===== src/logic/adc_seq_pkg.sv =====
// Constants and types shared by the converter sequencing block
package adc_seq_pkg;

   // ------------------------------------------------------------
   // Timing
   // ------------------------------------------------------------
   localparam int CLK_PERIOD_NS = 10;
   localparam int CONV_TIME_NS = 14400;
   localparam int CONV_CYCLES = CONV_TIME_NS / CLK_PERIOD_NS;
   // Sampling takes about one tenth of the whole conversion
   localparam int SAMPLE_CYCLES = CONV_CYCLES / 10;
   localparam int RES_BITS = 8;
   localparam int STEP_CYCLES = (CONV_CYCLES - SAMPLE_CYCLES) / RES_BITS;

   // ------------------------------------------------------------
   // Field widths and reset values
   // ------------------------------------------------------------
   localparam int CNT_W = 12;
   localparam int STEP_W = 8;
   localparam int CHAN_W = 3;
   localparam logic [7:0] MODE_RESET = 8'h00;
   localparam logic [CHAN_W-1:0] CHAN_RESET = 3'h0;
   localparam logic [RES_BITS-1:0] RESULT_RESET = 8'h00;
   localparam logic [RES_BITS-1:0] SAR_FIRST_TRIAL = 8'h80;
   localparam logic [2:0] MSB_INDEX = 3'h7;

   // Trigger edge selection codes
   localparam logic [1:0] EDGE_NONE = 2'h0;
   localparam logic [1:0] EDGE_FALL = 2'h1;
   localparam logic [1:0] EDGE_RISE = 2'h2;
   localparam logic [1:0] EDGE_BOTH = 2'h3;

   // Mode register layout, bit 7 down to bit 0
   typedef struct packed {
      logic conversion_enable;
      logic hw_trigger;
      logic [2:0] conv_time_sel;
      logic [1:0] edge_sel;
      logic booster_enable;
   } mode_t;

   typedef enum logic [1:0] {IDLE, WAIT_TRIG, SAMPLE, CONVERT} conv_state_t;

endpackage


===== src/logic/adc_conflict_sequencing.sv =====
// Sequencer of an 8-bit successive-approximation converter with its conflict handling
`timescale 1ns/1ps

// What this block does
// - A result read colliding with the end-of-conversion write is served first, then stored.
// - Trigger edges are ignored while converting, including the result-write cycle.
// - Mode or channel write at conversion end wins: no result update, no interrupt.
// - Standby stops conversion; clearing enable bit 7 also stops it.
// - A channel write leaves the done flag untouched.
// - A conversion finishing just before a channel write still updates result and flag.
// - Mode or channel writes may spoil the result; software reads it first.
// - Completion colliding with a stop may spoil the result; read while running.
// - Sample for about a tenth of the conversion, then hold for comparisons.
// - Conversion time counts from sampling start to result, sampling included.
// - Result is 8 bits, one step per comparison, MSB first.
// - Every conversion end without a mode or channel write or a colliding read stores the result and raises the interrupt together.
// - A mode or channel write aborts the conversion and restarts it if enabled.
module adc_conflict_sequencing
   import adc_seq_pkg::*;
(
   input wire logic core_clk_i,
   input wire logic sys_rst_i,
   input wire logic mode_wr_i,
   input wire logic [7:0] mode_data_i,
   input wire logic chan_wr_i,
   input wire logic [CHAN_W-1:0] chan_data_i,
   input wire logic result_rd_i,
   input wire logic flag_clr_i,
   input wire logic standby_i,
   input wire logic ext_trigger_i,
   input wire logic comparator_i,
   output logic [RES_BITS-1:0] conversion_result_reg_o,
   output logic [RES_BITS-1:0] rd_data_o,
   output logic [7:0] converter_mode_reg_o,
   output logic [CHAN_W-1:0] channel_select_reg_o,
   output logic conversion_done_flag_o,
   output logic conversion_done_irq_o,
   output logic booster_enable_o,
   output logic [RES_BITS-1:0] sar_trial_o,
   output logic sample_o,
   output logic busy_o
);

   // ------------------------------------------------------------
   // Pin synchronisers
   // ------------------------------------------------------------
   logic trig_meta;
   logic trig_sync;
   logic trig_prev;
   logic comp_meta;
   logic comp_sync;

   // Trigger pin and comparator are asynchronous; two stages before use
   always_ff @(posedge core_clk_i) begin
      if (sys_rst_i) begin
         trig_meta <= 1'b0;
         trig_sync <= 1'b0;
         trig_prev <= 1'b0;
         comp_meta <= 1'b0;
         comp_sync <= 1'b0;
      end else begin
         trig_meta <= ext_trigger_i;
         trig_sync <= trig_meta;
         trig_prev <= trig_sync;
         comp_meta <= comparator_i;
         comp_sync <= comp_meta;
      end
   end

   // ------------------------------------------------------------
   // Conversion state
   // ------------------------------------------------------------
   conv_state_t state, next_state;
   mode_t mode, next_mode;
   logic [CHAN_W-1:0] chan, next_chan;
   logic [RES_BITS-1:0] sar, next_sar;
   logic [2:0] bit_idx, next_bit_idx;
   logic [STEP_W-1:0] step, next_step;
   logic [CNT_W-1:0] conv_cnt, next_conv_cnt;
   logic [RES_BITS-1:0] result, next_result;
   logic pend, next_pend;
   logic [RES_BITS-1:0] pend_val, next_pend_val;
   logic flag, next_flag;
   logic irq, next_irq;
   logic [RES_BITS-1:0] rd_data, next_rd_data;
   logic reg_wr;
   logic trig_edge;
   logic step_end;
   logic done_raw;
   logic done_now;
   logic flag_set;
   logic [RES_BITS-1:0] sar_decided;

   assign reg_wr = mode_wr_i | chan_wr_i;
   assign step_end = (state == CONVERT) && (step == STEP_W'(STEP_CYCLES - 1));
   assign done_raw = step_end && (bit_idx == 3'h0);
   assign done_now = done_raw && !reg_wr;

   // Edge detection looks only at the second and third stages
   always_comb begin
      case (mode.edge_sel)
         EDGE_FALL: trig_edge = trig_prev & ~trig_sync;
         EDGE_RISE: trig_edge = ~trig_prev & trig_sync;
         EDGE_BOTH: trig_edge = trig_prev ^ trig_sync;
         default: trig_edge = 1'b0;
      endcase
   end

   // Decided bit replaces the trial bit; the next lower bit becomes the trial
   always_comb begin
      sar_decided = sar;
      sar_decided[bit_idx] = comp_sync;
      if (bit_idx != 3'h0) begin
         sar_decided[bit_idx - 3'h1] = 1'b1;
      end
   end

   // Next-value computation; register writes override the conversion but not a pending store or a stop
   always_comb begin
      next_state = state;
      next_mode = mode;
      next_chan = chan;
      next_sar = sar;
      next_bit_idx = bit_idx;
      next_step = step;
      next_conv_cnt = conv_cnt;
      next_result = result;
      next_pend = 1'b0;
      next_pend_val = pend_val;
      next_irq = 1'b0;
      next_rd_data = rd_data;
      flag_set = 1'b0;
      // Read always sees the value held before any store in this cycle
      if (result_rd_i) begin
         next_rd_data = result;
      end
      // Deferred store after a colliding read
      if (pend) begin
         next_result = pend_val;
         next_irq = 1'b1;
         flag_set = 1'b1;
      end
      case (state)
         IDLE: begin
            if (mode.conversion_enable) begin
               next_state = mode.hw_trigger ? WAIT_TRIG : SAMPLE;
               next_conv_cnt = '0;
            end
         end
         WAIT_TRIG: begin
            // Edges count only here, never while sampling or converting
            if (trig_edge) begin
               next_state = SAMPLE;
               next_conv_cnt = '0;
            end
         end
         SAMPLE: begin
            next_conv_cnt = conv_cnt + CNT_W'(1);
            if (conv_cnt == CNT_W'(SAMPLE_CYCLES - 1)) begin
               next_state = CONVERT;
               next_sar = SAR_FIRST_TRIAL;
               next_bit_idx = MSB_INDEX;
               next_step = '0;
            end
         end
         CONVERT: begin
            next_conv_cnt = conv_cnt + CNT_W'(1);
            next_step = step + STEP_W'(1);
            if (step_end) begin
               next_sar = sar_decided;
               next_bit_idx = bit_idx - 3'h1;
               next_step = '0;
            end
            if (done_now) begin
               // Store and interrupt together unless a read collides
               if (result_rd_i) begin
                  next_pend = 1'b1;
                  next_pend_val = sar_decided;
               end else begin
                  next_result = sar_decided;
                  next_irq = 1'b1;
                  flag_set = 1'b1;
               end
               next_state = mode.hw_trigger ? WAIT_TRIG : SAMPLE;
               next_conv_cnt = '0;
            end
         end
         default: begin
            next_state = IDLE;
         end
      endcase
      // Register writes abort and restart; they never touch the done flag
      if (reg_wr) begin
         if (mode_wr_i) begin
            next_mode = mode_t'(mode_data_i);
         end
         if (chan_wr_i) begin
            next_chan = chan_data_i;
         end
         next_state = next_mode.hw_trigger ? WAIT_TRIG : SAMPLE;
         next_conv_cnt = '0;
      end
      // Stop wins over any running conversion; clearing enable also saves power
      if (!next_mode.conversion_enable || standby_i) begin
         next_state = IDLE;
         next_conv_cnt = '0;
      end
      // Set wins over a clear arriving in the same cycle
      next_flag = (flag & ~flag_clr_i) | flag_set;
   end

   // State registers
   always_ff @(posedge core_clk_i) begin
      if (sys_rst_i) begin
         state <= IDLE;
         mode <= mode_t'(MODE_RESET);
         chan <= CHAN_RESET;
         sar <= '0;
         bit_idx <= '0;
         step <= '0;
         conv_cnt <= '0;
         result <= RESULT_RESET;
         pend <= 1'b0;
         pend_val <= '0;
         flag <= 1'b0;
         irq <= 1'b0;
         rd_data <= '0;
      end else begin
         state <= next_state;
         mode <= next_mode;
         chan <= next_chan;
         sar <= next_sar;
         bit_idx <= next_bit_idx;
         step <= next_step;
         conv_cnt <= next_conv_cnt;
         result <= next_result;
         pend <= next_pend;
         pend_val <= next_pend_val;
         flag <= next_flag;
         irq <= next_irq;
         rd_data <= next_rd_data;
      end
   end

   // Outputs
   assign conversion_result_reg_o = result;
   assign rd_data_o = rd_data;
   assign converter_mode_reg_o = mode;
   assign channel_select_reg_o = chan;
   assign conversion_done_flag_o = flag;
   assign conversion_done_irq_o = irq;
   assign booster_enable_o = mode.booster_enable;
   assign sar_trial_o = sar;
   assign sample_o = (state == SAMPLE);
   assign busy_o = (state == SAMPLE) || (state == CONVERT);
endmodule


===== config.mk =====
export PLATFORM = sky130hd
export DESIGN_NAME = adc_conflict_sequencing
export DESIGN_NICKNAME = d
export VERILOG_FILES = /design/src/logic/adc_seq_pkg.sv /design/src/logic/adc_conflict_sequencing.sv
export SDC_FILE = /design/constraint.sdc
export NUM_CORES = 1
export LEC_CHECK = 0
export ABC_AREA = 0
export BUFFER_PORTS_ARGS = -buffer_cell sky130_fd_sc_hd__buf_2
export CAP_MARGIN = 20
export CORE_ASPECT_RATIO = 1.5
export CORE_UTILIZATION = 60
export CTS_BUF_LIST = sky130_fd_sc_hd__clkbuf_2 sky130_fd_sc_hd__clkbuf_4 sky130_fd_sc_hd__clkbuf_8
export CTS_CLUSTER_SIZE = 24
export DETAILED_ROUTE_END_ITERATION = 10
export GPL_ROUTABILITY_DRIVEN = 0
export GPL_TIMING_DRIVEN = 0
export PLACE_DENSITY = 0.91
export RECOVER_POWER = 50
export SLEW_MARGIN = 20
export SYNTH_ARGS = -nofsm -noshare
export SYNTH_HDL_FRONTEND = slang
export SYNTH_SLANG_ARGS = --single-unit

===== constraint.sdc =====
create_clock -name core_clk_i -period 4 [get_ports core_clk_i]
set_input_delay 0.4 -clock core_clk_i [delete_from_list [all_inputs] [get_ports core_clk_i]]
set_output_delay 0.4 -clock core_clk_i [all_outputs]
set_load 0.1 [all_outputs]

# Yosys cells after proc, flatten, opt, wreduce, memory -nomap -nowiden
# Cells that the tools add are included.
[totals]
elab_cells = 121
inputBits = 20
ff_bits = 76
[op_classes]
n_mux = 40
bitwise_logic = 12
n_lt_le_gt_ge = 4
reduce_logical = 23
add_sub_neg = 3
n_eq_ne = 17
[op_table]
columns = ["op", "count"]
rows = [
  ["two-way mux 8 bit", 12],
  ["one-hot mux 12 bit (4 select lines)", 1],
  ["two-way mux 12 bit", 3],
  ["one-hot mux 8 bit (2 select lines)", 2],
  ["two-way mux 2 bit", 7],
  ["adder 12 x 1 -> 12 bit (second input constant)", 1],
  ["equality test 12 x 8 -> 1 bit (second input constant)", 1],
  ["inequality test 3 bit (second input constant)", 3],
  ["adder 8 x 1 -> 8 bit (second input constant)", 1],
  ["bitwise mux 8 bit", 1],
  ["equality test 2 bit (second input constant)", 4],
  ["equality test 8 bit (second input constant)", 1],
  ["< comparator 3 x 4 -> 1 bit (second input constant)", 2],
  ["inequality test 2 bit (second input constant)", 4],
  ["OR 8 bit", 1],
  ["one-hot mux 2 bit (4 select lines)", 1],
  ["AND reduction 2 bit", 4],
  ["two-way mux 1 bit", 7],
  ["demux 1 bit (select 3 bit)", 2],
  [">= comparator 3 x 1 -> 1 bit (second input constant)", 2],
  ["two-way mux 3 bit", 2],
  ["one-hot mux 3 bit (2 select lines)", 1],
  ["AND reduction 3 bit", 2],
  ["OR reduction 3 bit", 2],
  ["other kinds (18)", 32],
]

# Logic depth before layout (Yosys ltp)
# Gate-level depths: netlist of the first run.
[logic_depth]
depth_word = 10
mapped_depth = 10

# Least setup slack after synthesis of the first run
# OpenSTA, ideal clock, no wires.
[synth_timing]
path_type = "reg-to-output"
startpoint = "register state[0]"
endpoint = "output port busy_o"
setup_slack_ns = 1.367
required_time_ns = 3.600
arrival_ns = 2.233
n_path_buf = 0
stages_incl_launch_ff = 5
path_cell_list = "dfxtp_1 -> inv_1 -> ha_1 -> inv_1 -> nand2_1"
[synth_via]
elab_chain_cells = 2
elab_cells_between_ends = 3
cone_classes = "eq/ne: 2; reduce/logical: 1"
[synth_rtl]
columns = ["element", "line_no", "source"]
rows = [
  ["start, declared", "adc_conflict_sequencing.sv:73", "conv_state_t state, next_state;"],
  ["start signal, assigned", "adc_conflict_sequencing.sv:229", "state <= next_state;"],
  ["equality test 2 bit", "--", ""],
  ["via sample_o", "adc_conflict_sequencing.sv:40", "output logic sample_o,"],
  ["logical OR 1 bit", "adc_conflict_sequencing.sv:255", "assign busy_o = (state == SAMPLE) || (state == CONVERT);"],
  ["end, declared", "adc_conflict_sequencing.sv:41", "output logic busy_o"],
]
# The timed path passes the listed nets, and every way through them passes these cells.

# Final worst setup path of the first run
[layout_timing]
startpoint = "register bit_idx[0]"
endpoint = "register result[0] (netlist: conversion_result_reg_o[0])"
[layout_via]
elab_chain_cells = 10
elab_cells_between_ends = 21
cone_classes = "add/sub: 1; order compare: 4; mux: 9; bitwise: 1; reduce/logical: 6"
[layout_rtl]
columns = ["element", "line_no", "source"]
rows = [
  ["start, declared", "adc_conflict_sequencing.sv:77", "logic [2:0] bit_idx, next_bit_idx;"],
  ["start signal, assigned", "adc_conflict_sequencing.sv:233", "bit_idx <= next_bit_idx;"],
  ["subtractor 3 x 1 -> 3 bit, or another cell as far along", "adc_conflict_sequencing.sv:114", "sar_decided[bit_idx - 3'h1] = 1'b1;"],
  ["< comparator 3 x 4 -> 1 bit (implied by the code), or another cell as far along", "adc_conflict_sequencing.sv:114", ""],
  ["logical AND 1 bit (implied by the code) / two-way mux 1 bit (equally long branches)", "adc_conflict_sequencing.sv:114, adc_conflict_sequencing.sv:112", ""],
  ["two-way mux 1 bit (implied by the code) / demux 1 bit (select 3 bit) (equally long branches)", "adc_conflict_sequencing.sv:114, adc_conflict_sequencing.sv:112", ""],
  ["demux 1 bit (select 3 bit) / bitwise mux 8 bit (equally long branches)", "adc_conflict_sequencing.sv:114, adc_conflict_sequencing.sv:112", ""],
  ["OR 8 bit (no line)", "--", ""],
  ["two-way mux 8 bit", "adc_conflict_sequencing.sv:113", "if (bit_idx != 3'h0) begin"],
  ["two-way mux 8 bit", "adc_conflict_sequencing.sv:176", "if (result_rd_i) begin"],
  ["two-way mux 8 bit *", "adc_conflict_sequencing.sv:174", "if (done_now) begin"],
  ["two-way mux 8 bit *", "adc_conflict_sequencing.sv:143", "case (state)"],
  ["end signal, assigned", "adc_conflict_sequencing.sv:236", "result <= next_result;"],
  ["end, declared", "adc_conflict_sequencing.sv:80", "logic [RES_BITS-1:0] result, next_result;"],
]
# Every way passes the cells marked *; elsewhere a longest branch is shown, timed or not.
# A chain may end at the register's enable or synchronous reset.

==> results of run 1 <==
per-layer routing:
layer	global-route usage	routed length, um
met3	0.0575	351
met2	0.464	4190
met5	0	0
met4	0.186	315
met1	0.295	3350
power groups by stage:
stage | Clock (mW) | Combinational, mW | Sequential [mW]
after CTS | 0.547 | 0.167 | 0.773
after detailed placement | 0 | 0.166 | 0.791
after global routing | 0.583 | 0.177 | 0.775
final | 0.547 | 0.166 | 0.774
after floorplan | 0 | 0.0798 | 0.839
after global placement | 0 | 0.162 | 0.790
placed cells by master (no fill, tap or decap), types with 8 or more instances in the layout:
| master | count |
|---|---|
| ha_1 | 11 |
| dfxtp_1 | 76 |
| nor2b_1 | 10 |
| a21oi_1 | 26 |
| inv_1 | 13 |
| a211oi_2 | 8 |
| mux2i_1 | 35 |
| buf_2 | 27 |
| o21ai_0 | 8 |
| clkbuf_1 | 45 |
| nor2_1 | 59 |
| clkbuf_8 | 9 |
| nand2b_1 | 9 |
| nand2_1 | 23 |
cell type report:
class	count	area [um2]
plain buffers	22	123
clock buffers	9	124
clock inverters	7	55.1
fillers	470	1690
inverters	13	48.8
multi-input cells	285	1940
flip-flops and latches	76	1520
well taps	72	90.1
repair buffers	56	238
kinds of logic after synthesis:
logic type / count (synthesis) / share of synthesized area
fa+ha+maj: 11 / 0.0379
mux: 35 / 0.0964
flops: 76 / 0.418
simple gates: 149 / 0.214
compound gates: 83 / 0.169
xor+xnor: 7 / 0.0169
buf+inv: 35 / 0.0471
worst max-delay path: stages (launching register included):
cell and delay, ns:
dfxtp_1 0.31, clkbuf_1 0.24, inv_1 0.18, ha_1 0.28, or3_1 0.41, a21bo_2 0.25, a31oi_1 0.43, nor2_1 0.12
a211oi_2 0.20
worst max-delay path by stage:
| stage | from | endpoint | cells after the start |
|---|---|---|---|
| final | bit_idx[0] | conversion_result_reg_o[0] | 8 |
| after global placement | bit_idx[0] | conversion_result_reg_o[0] | 8 |
| after global routing | bit_idx[0] | pend_val[0] | 8 |
| after floorplan | state[0] | busy_o | 4 |
| after CTS | bit_idx[0] | conversion_result_reg_o[0] | 8 |
| after detailed placement | bit_idx[0] | conversion_result_reg_o[0] | 8 |
flip-flops by register name, summed over array words and instances, names as in the netlist:
register                 cells
bit_idx                      3
state                        2
rd_data_o                    8
channel_select_reg_o         3
comp_meta                    1
conversion_result_reg_o      8
pend                         1
converter_mode_reg_o         7
booster_enable_o             1
conversion_done_irq_o        1
conversion_done_flag_o       1
trig_prev                    1
trig_sync                    1
sar_trial_o                  8
conv_cnt                    12
pend_val                     8
trig_meta                    1
comp_sync                    1
step                         8
through the flow:
stage	hold slack (ns)	utilization	area [um2]	std cells
2_1_floorplan	0.414	-	3640	396
3_3_place_gp	0.420	0.687	4010	524
3_5_place_dp	0.426	0.687	4010	524
4_1_cts	0.235	0.718	4190	540
5_1_grt	0.262	0.711	4140	540
6_report	0.227	0.711	4140	540
==> reports/results.txt, run 1 <==
Outcome: completed
Area growth from synthesis to layout: 13.9%
Place WS: 1.63 ns
Final hold vios: 0
Max Cap Violations: 0
Skew final: 0.0129 ns
Routed length per instance: 15.2 um
DRC viols: 0
Core area: 5830 um2
Hold path cells: 2
R2R setup slack: 1.52 ns
HP Class: in -> reg
Die width: 65.6 um
Most common cell in the synthesized netlist: dfxtp_1
Pin count of the biggest net entering global routing: 16
Root Driver: clkbuf_8
Mapped cell area: 3640 um2
Synth area leaders: dfxtp_1 (42%), mux2i_1 (9.6%), nor2_1 (6.1%), ha_1 (3.8%), a21oi_1 (3.6%)
Cell taking the most area after synthesis: dfxtp_1
Critical-path maximum fanout: 8
Max_slew headroom: 0.209
RR Startpoint: bit_idx[0]
Vias in the first global route: 3017
Synth warn: 0
Cells after Synth: 396
Worst r2r dst: conversion_result_reg_o[0]
Post-DR vias/cell: 5.89
Post-route minimum period: 2.48 ns
Die H: 97.3 um
CTS Buf Count: 9
Total Wirelength: 8.21 mm
Gr usage total: 0.274
RSZ-0062 raised after global routing: no
Share of post-route cells with drive strength above 1: 0.147
Reg power frac: 0.520
P_leak: 1.55 nW
Main synth FF type: dfxtp_1
Worst setup SP type: register
Post-route ant nets: 0
Clock buffer depth: 2
Grt total ovfl: 0
Final Net Count: 494
Vias: 3183
# setup viols final: 0
Site row count: 34
Yosys top cell area share: 0.418
Hold_sp: ext_trigger_i
Resized cells post-CTS: 0
Clock Power Share: 0.368
Sink Count: 76
Syn_nets: 427
Final Worst Setup Slack: 1.52 ns
R2R cell count: 8
#FFs+latches synth: 76
Post-synth cell types: 57
Starting DRC count in detailed routing: 177
Post-CTS Setup Bufs: 0
First-pass GRT wire length: 13.3 mm
FFs w/ async S/R, synth: 0
Post-synth top cells: dfxtp_1 (76), nor2_1 (59), mux2i_1 (35)
Worst vdd ir: 0.305 mV
Avg Inst Size Synth: 9.18 um2
Worst endpoint required time: 4.31 ns
I/O Pins: 60
Int Power: 1.04 mW
Combinational power share: 0.112
Setup crit end kind: register
Period utilization: 0.619
Power Dens Cells: 359 nW/um2
H-tree levels: 3
Antenna cell count: 0
HPWL after DPL: 5.84 mm
Initial antenna violation count: 0
PortBufs: 56
Pre-Repair DR Iteration Count: 4
Sequential fraction of the synthesis area: 0.418
Max Clk Rate: 0.404 GHz
Worst skew pair latency: 0.38 ns
Setup tns final: 0 ns
Worst slew pin tran: 1.19 ns
Hold EP: trig_meta
CTS Hold Bufs: 0
Worst EP arrival: 2.78 ns
Die area: 6380 um2
Starting Density: 0.624
Switching Fraction: 0.301
Pwr Total: 1.49 mW
Net Switching: 0.447 mW
Max Slew Vio Count: 0
Crit Path Class: reg -> reg
Clk slew on worst S/H paths: 0.09 ns
TritonCTS clock tree: built
Post-synth EDFFs: 0
(Power assumes the default switching activity.)
==> run 2: changes to the inputs <==
--- a/config.mk
+++ b/config.mk
@@ -5,17 +5,17 @@
 export SDC_FILE = /design/constraint.sdc
 export NUM_CORES = 1
 export LEC_CHECK = 0
-export ABC_AREA = 0
+export ABC_AREA = 1
 export BUFFER_PORTS_ARGS = -buffer_cell sky130_fd_sc_hd__buf_2
 export CAP_MARGIN = 20
 export CORE_ASPECT_RATIO = 1.5
-export CORE_UTILIZATION = 60
+export CORE_UTILIZATION = 53
 export CTS_BUF_LIST = sky130_fd_sc_hd__clkbuf_2 sky130_fd_sc_hd__clkbuf_4 sky130_fd_sc_hd__clkbuf_8
 export CTS_CLUSTER_SIZE = 24
 export DETAILED_ROUTE_END_ITERATION = 10
 export GPL_ROUTABILITY_DRIVEN = 0
 export GPL_TIMING_DRIVEN = 0
-export PLACE_DENSITY = 0.91
+export PLACE_DENSITY = 0.85
 export RECOVER_POWER = 50
 export SLEW_MARGIN = 20
 export SYNTH_ARGS = -nofsm -noshare
==> constraint.sdc (replaced) <==
create_clock -name core_clk_i -period 2.1 [get_ports core_clk_i]
set_input_delay 0.21 -clock core_clk_i [delete_from_list [all_inputs] [get_ports core_clk_i]]
set_output_delay 0.21 -clock core_clk_i [all_outputs]
set_load 0.1 [all_outputs]
==> reports/results.txt, run 2 <==
Setup tns final: 0 ns
DP Area: 4240 um2
Sequential fraction of the synthesis area: 0.395
Sequential Area: 1520 um2
Die area: 7620 um2
Max reg flops: 12
Root Driver: clkbuf_8
Worst skew pair latency: 0.36 ns
Synth warn: 0
Pre-Repair DR Iteration Count: 7
Cell area after layout: 4430 um2
Combinational power share: 0.153
Pin count of the biggest net entering global routing: 14
Antenna cell count: 0
Placed Cells: 680
Worst endpoint required time: 1.89 ns
Final Net Count: 644
Place WS: 0.190 ns
Setup crit end kind: primary output
Outcome: complete, but fails checks
# setup viols final: 0
Reg power frac: 0.448
Yosys top cell area share: 0.395
Power Dens Cells: 755 nW/um2
Mapped cell area: 3850 um2
Area growth from synthesis to layout: 15.1%
Post-synth cell types: 39
Most common cell after layout, fill and taps aside: nor2_1
PortBufs: 57
Post-synth top cells: nor2_1 (113), nand2_1 (102), dfxtp_1 (76)
Period utilization: 0.918
Syn_nets: 576
H-tree levels: 3
Worst slew pin tran: 1.19 ns
Vias in the first global route: 3432
Pwr Total: 3.35 mW
Post-route minimum period: 1.93 ns
P_leak: 1.86 nW
Fin util: 0.638
Starting DRC count in detailed routing: 254
Core area: 6940 um2
Max Slew Vio Count: 0
Net Switching: 0.982 mW
Worst EP arrival: 1.72 ns
Clock Power Share: 0.399
Non-filler cells, final: 696
Cells after Synth: 545
Starting Density: 0.554
Total Wirelength: 8.82 mm
Post-route ant nets: 0
Max_slew headroom: 0.213
Post-DR vias/cell: 5.18
Most frequent cells in the layout: nor2_1 (113), nand2_1 (102), dfxtp_1 (76), inv_1 (51), nand3_1 (49)
RSZ-0062 raised after global routing: no
Failing checks: DRC
Vias: 3603
HP Class: in -> reg
Main synth FF type: dfxtp_1
Clk slew on worst S/H paths: 0.07 ns
Cell taking the most area after synthesis: dfxtp_1
Final hold vios: 0
Max Clk Rate: 0.519 GHz
Die H: 106 um
Multi-input gate area: 1980 um2
Critical-path maximum fanout: 10
CTS Buf Count: 9
CTS Hold Bufs: 0
Max Cap Violations: 0
FFs w/ async S/R, synth: 0
Clock buffer depth: 2
Grt total ovfl: 0
Skew final: 0.00429 ns
Site row count: 37
Post-synth EDFFs: 0
Most common cell in the synthesized netlist: nor2_1
First-pass GRT wire length: 14.8 mm
Sink Count: 76
Final Worst Setup Slack: 0.172 ns
Initial antenna violation count: 0
Switching Fraction: 0.293
Reg with most FFs: conv_cnt
Worst setup SP type: register
Synth area leaders: dfxtp_1 (40%), nor2_1 (11%), nand2_1 (9.9%), nand3_1 (6.4%), o21ai_0 (5.1%)
Int Power: 2.37 mW
Fillcell total: 625
Gr usage total: 0.247
I/O Pins: 60
DRC viols: 1
Routed length per instance: 12.7 um
Hold_ws: 0.0465 ns
HPWL after DPL: 6.59 mm
Crit Path Class: reg -> out
Avg Inst Size Synth: 7.06 um2
Die width: 71.6 um
Share of post-route cells with drive strength above 1: 0.141
TritonCTS clock tree: built
#FFs+latches synth: 76
Worst vdd ir: 0.359 mV
-- run 2: power groups by stage --
stage | clock network, mW | registers (mW) | logic (mW)
final | 1.33 | 1.50 | 0.512
after CTS | 1.35 | 1.50 | 0.519
after global placement | 0 | 1.53 | 0.507
after detailed placement | 0 | 1.53 | 0.516
after floorplan | 0 | 1.72 | 0.233
after global routing | 1.43 | 1.51 | 0.550
-- run 2: cells by family after synthesis --
| family | count (synthesis) | share of synthesized area |
|---|---|---|
| muxes | 1 | 0.00260 |
| buffers and inverters | 79 | 0.0920 |
| adders and majority gates | 11 | 0.0357 |
| AOI/OAI and AO/OA | 65 | 0.0900 |
| xor gates and xnor gates | 9 | 0.0205 |
| and+or+nand+nor | 304 | 0.364 |
| DFF | 76 | 0.395 |
-- run 2: critical path: stages, from the launching register on --
cell	delay, ns
dfxtp_1	0.37
ha_1	0.17
buf_4	0.16
inv_2	0.06
buf_6	0.15
nand2_4	0.10
clkbuf_4	0.34
-- run 2: per-layer routing --
| layer | global-route usage | part of all wire | vias up |
|---|---|---|---|
| li1 | - | - | 1853 |
| met5 | 0 | 0 | - |
| met3 | 0.0607 | 0.053 | 18 |
| met1 | 0.269 | 0.41 | 1636 |
| met4 | 0.104 | 0.023 | 0 |
| met2 | 0.450 | 0.52 | 96 |
-- run 2: area by class of cell --
class                   count  area share
flip-flops and latches     76       0.343
clock inverters             7      0.0260
inverters                  62      0.0536
multi-input cells         390       0.446
repair buffers             57      0.0551
clock buffers               9      0.0280
plain buffers              17      0.0260
well taps                  78      0.0220
-- run 2: final timing paths --
kind	startpoint	to	slack (ns)	cells after the start
worst min register to register	comp_meta	comp_sync	0.41	2
worst max-delay path	state[0]	busy_o	0.17	6
worst max register to register	bit_idx[0]	conversion_result_reg_o[3]	0.20	9
worst min-delay path	comparator_i	comp_meta	0.05	3
-- run 2: what timing repair did --
item / 4_1_cts / 5_1_grt
buffers inserted: 0 / 0
gates resized for setup: 0 / 1
setup endpoints to repair: 0 / 1
==> run 3: changes to the inputs <==
--- a/config.mk
+++ b/config.mk
@@ -9,6 +9,7 @@
 export BUFFER_PORTS_ARGS = -buffer_cell sky130_fd_sc_hd__buf_2
 export CAP_MARGIN = 20
 export CORE_ASPECT_RATIO = 1.5
+export CORE_MARGIN = 4
 export CORE_UTILIZATION = 53
 export CTS_BUF_LIST = sky130_fd_sc_hd__clkbuf_2 sky130_fd_sc_hd__clkbuf_4 sky130_fd_sc_hd__clkbuf_8
 export CTS_CLUSTER_SIZE = 24
==> constraint.sdc (replaced) <==
create_clock -name core_clk_i -period 1.7 [get_ports core_clk_i]
set_input_delay 0.17 -clock core_clk_i [delete_from_list [all_inputs] [get_ports core_clk_i]]
set_output_delay 0.17 -clock core_clk_i [all_outputs]
set_load 0.1 [all_outputs]
==> reports/results.txt, run 3 (synthesis results as in run 2) <==
Outcome: complete, but fails checks
Failing checks: setup timing
Worst slew pin tran: 0.541 ns
Pin count of the biggest net entering global routing: 14
First-pass GRT wire length: 17.0 mm
Non-filler cells, final: 721
Reg with most FFs: conv_cnt
Area growth from synthesis to layout: 28.6%
CTS Buf Count: 9
Combinational power share: 0.190
Total Wirelength: 11.5 mm
# setup viols final: 14
Pre-Repair DR Iteration Count: 5
Post-route minimum period: 1.82 ns
Fillcell total: 500
Crit Path Class: reg -> reg
Die area: 8720 um2
Clk slew on worst S/H paths: 0.08 ns
Setup tns final: -0.782 ns
Vias: 3973
Hold_ws: 0.00464 ns
Sink Count: 76
H-tree levels: 3
Fin util: 0.713
Antenna cell count: 0
R2R setup slack: -0.12 ns
Worst skew pair latency: 0.36 ns
Post-DR vias/cell: 5.51
Die width: 77.6 um
Max Slew Vio Count: 0
Skew final: 0.00984 ns
Max Clk Rate: 0.550 GHz
RR Startpoint: bit_idx[0]
Max Cap Violations: 0
Crit path from: bit_idx[0]
Grt total ovfl: 0
Worst endpoint required time: 1.99 ns
P_leak: 2.17 nW
DRC viols: 0
I/O Pins: 60
Multi-input gate area: 2220 um2
RSZ-0062 raised after global routing: yes
PortBufs: 57
Int Power: 2.85 mW
Worst EP arrival: 2.11 ns
HPWL after DPL: 7.06 mm
Final hold vios: 0
Power Dens Cells: 838 nW/um2
Net Switching: 1.30 mW
Period utilization: 1.07
Worst vdd ir: 0.695 mV
Setup crit end kind: register
Place WS: -0.251 ns
Vias in the first global route: 3763
Most frequent cells in the layout: nand2_1 (98), nor2_1 (96), dfxtp_1 (65), buf_2 (59), nand3_1 (45)
Final Worst Setup Slack: -0.117 ns
Initial antenna violation count: 0
Starting Density: 0.554
Routed length per instance: 15.9 um
Sequential Area: 1540 um2
TritonCTS clock tree: built
Clock Power Share: 0.363
Clock buffer depth: 2
Critical-path maximum fanout: 4
Gr usage total: 0.239
HP Class: in -> reg
Root Driver: clkbuf_8
Hold_sp: ext_trigger_i
Max reg flops: 12
Max_slew headroom: 0.639
Most common cell after layout, fill and taps aside: nand2_1
Share of post-route cells with drive strength above 1: 0.316
Core area: 6940 um2
Reg power frac: 0.447
Final Net Count: 670
Starting DRC count in detailed routing: 270
Worst setup SP type: register
Post-route ant nets: 0
Site row count: 37
Die H: 112 um
Switching Fraction: 0.314
Placed Cells: 680
run 3: layout make-up:
cell class              instances  share of cell area
multi-input cells             390               0.448
flip-flops and latches         76               0.312
repair buffers                 84               0.103
inverters                      62              0.0516
clock buffers                   9              0.0250
plain buffers                  16              0.0227
well taps                      78              0.0197
clock inverters                 6              0.0179
run 3: timing repair:
item / 4_1_cts / 5_1_grt
setup buffers: 13 / 13
pin swaps: 17 / 36
endpoints found under the setup margin: 41 / 46
cloned: 0 / 1
resized for setup: 30 / 55
hold buffers: 0 / 0
run 3: path summary, 6_finish.rpt:
| check | endpoint | cells past startpoint |
|---|---|---|
| worst min register to register | trig_sync | 2 |
| worst min-delay path | trig_meta | 3 |
| worst max register to register | sar_trial_o[4] | 10 |
| worst max-delay path | sar_trial_o[4] | 10 |
run 3: routing by layer:
metal | vias up | part of all wire | track usage | routed length (um)
met5 | - | 0 | 0 | 0
met4 | 0 | 0.045 | 0.120 | 518
met3 | 47 | 0.054 | 0.0514 | 619
met2 | 156 | 0.55 | 0.442 | 6270
met1 | 1858 | 0.35 | 0.249 | 4050
li1 | 1912 | - | - | -
run 3: critical path, cell delays in order, from the launching register on:
cell	delay [ns]
dfxtp_4	0.37
clkinvlp_4	0.15
ha_4	0.32
clkinvlp_4	0.15
nor2_4	0.19
inv_2	0.05
nor2_2	0.15
nor2_2	0.06
nor2_2	0.16
nor2_1	0.05
nor2_1	0.08
run 3: power groups by stage:
stage / sequential (mW) / combinational, mW / clock (mW)
after detailed placement: 1.90 / 0.643 / 0
after floorplan: 2.12 / 0.291 / 0
final: 1.86 / 0.788 / 1.51
after CTS: 1.86 / 0.696 / 1.52
after global placement: 1.89 / 0.633 / 0
after global routing: 1.86 / 0.831 / 1.59
run 3: through the flow:
stage / instance area (um2) / power [mW]
2_1_floorplan: 3870 / 2.41
3_3_place_gp: 4260 / 2.53
3_5_place_dp: 4260 / 2.54
4_1_cts: 4680 / 4.07
5_1_grt: 4950 / 4.28
6_report: 4950 / 4.15
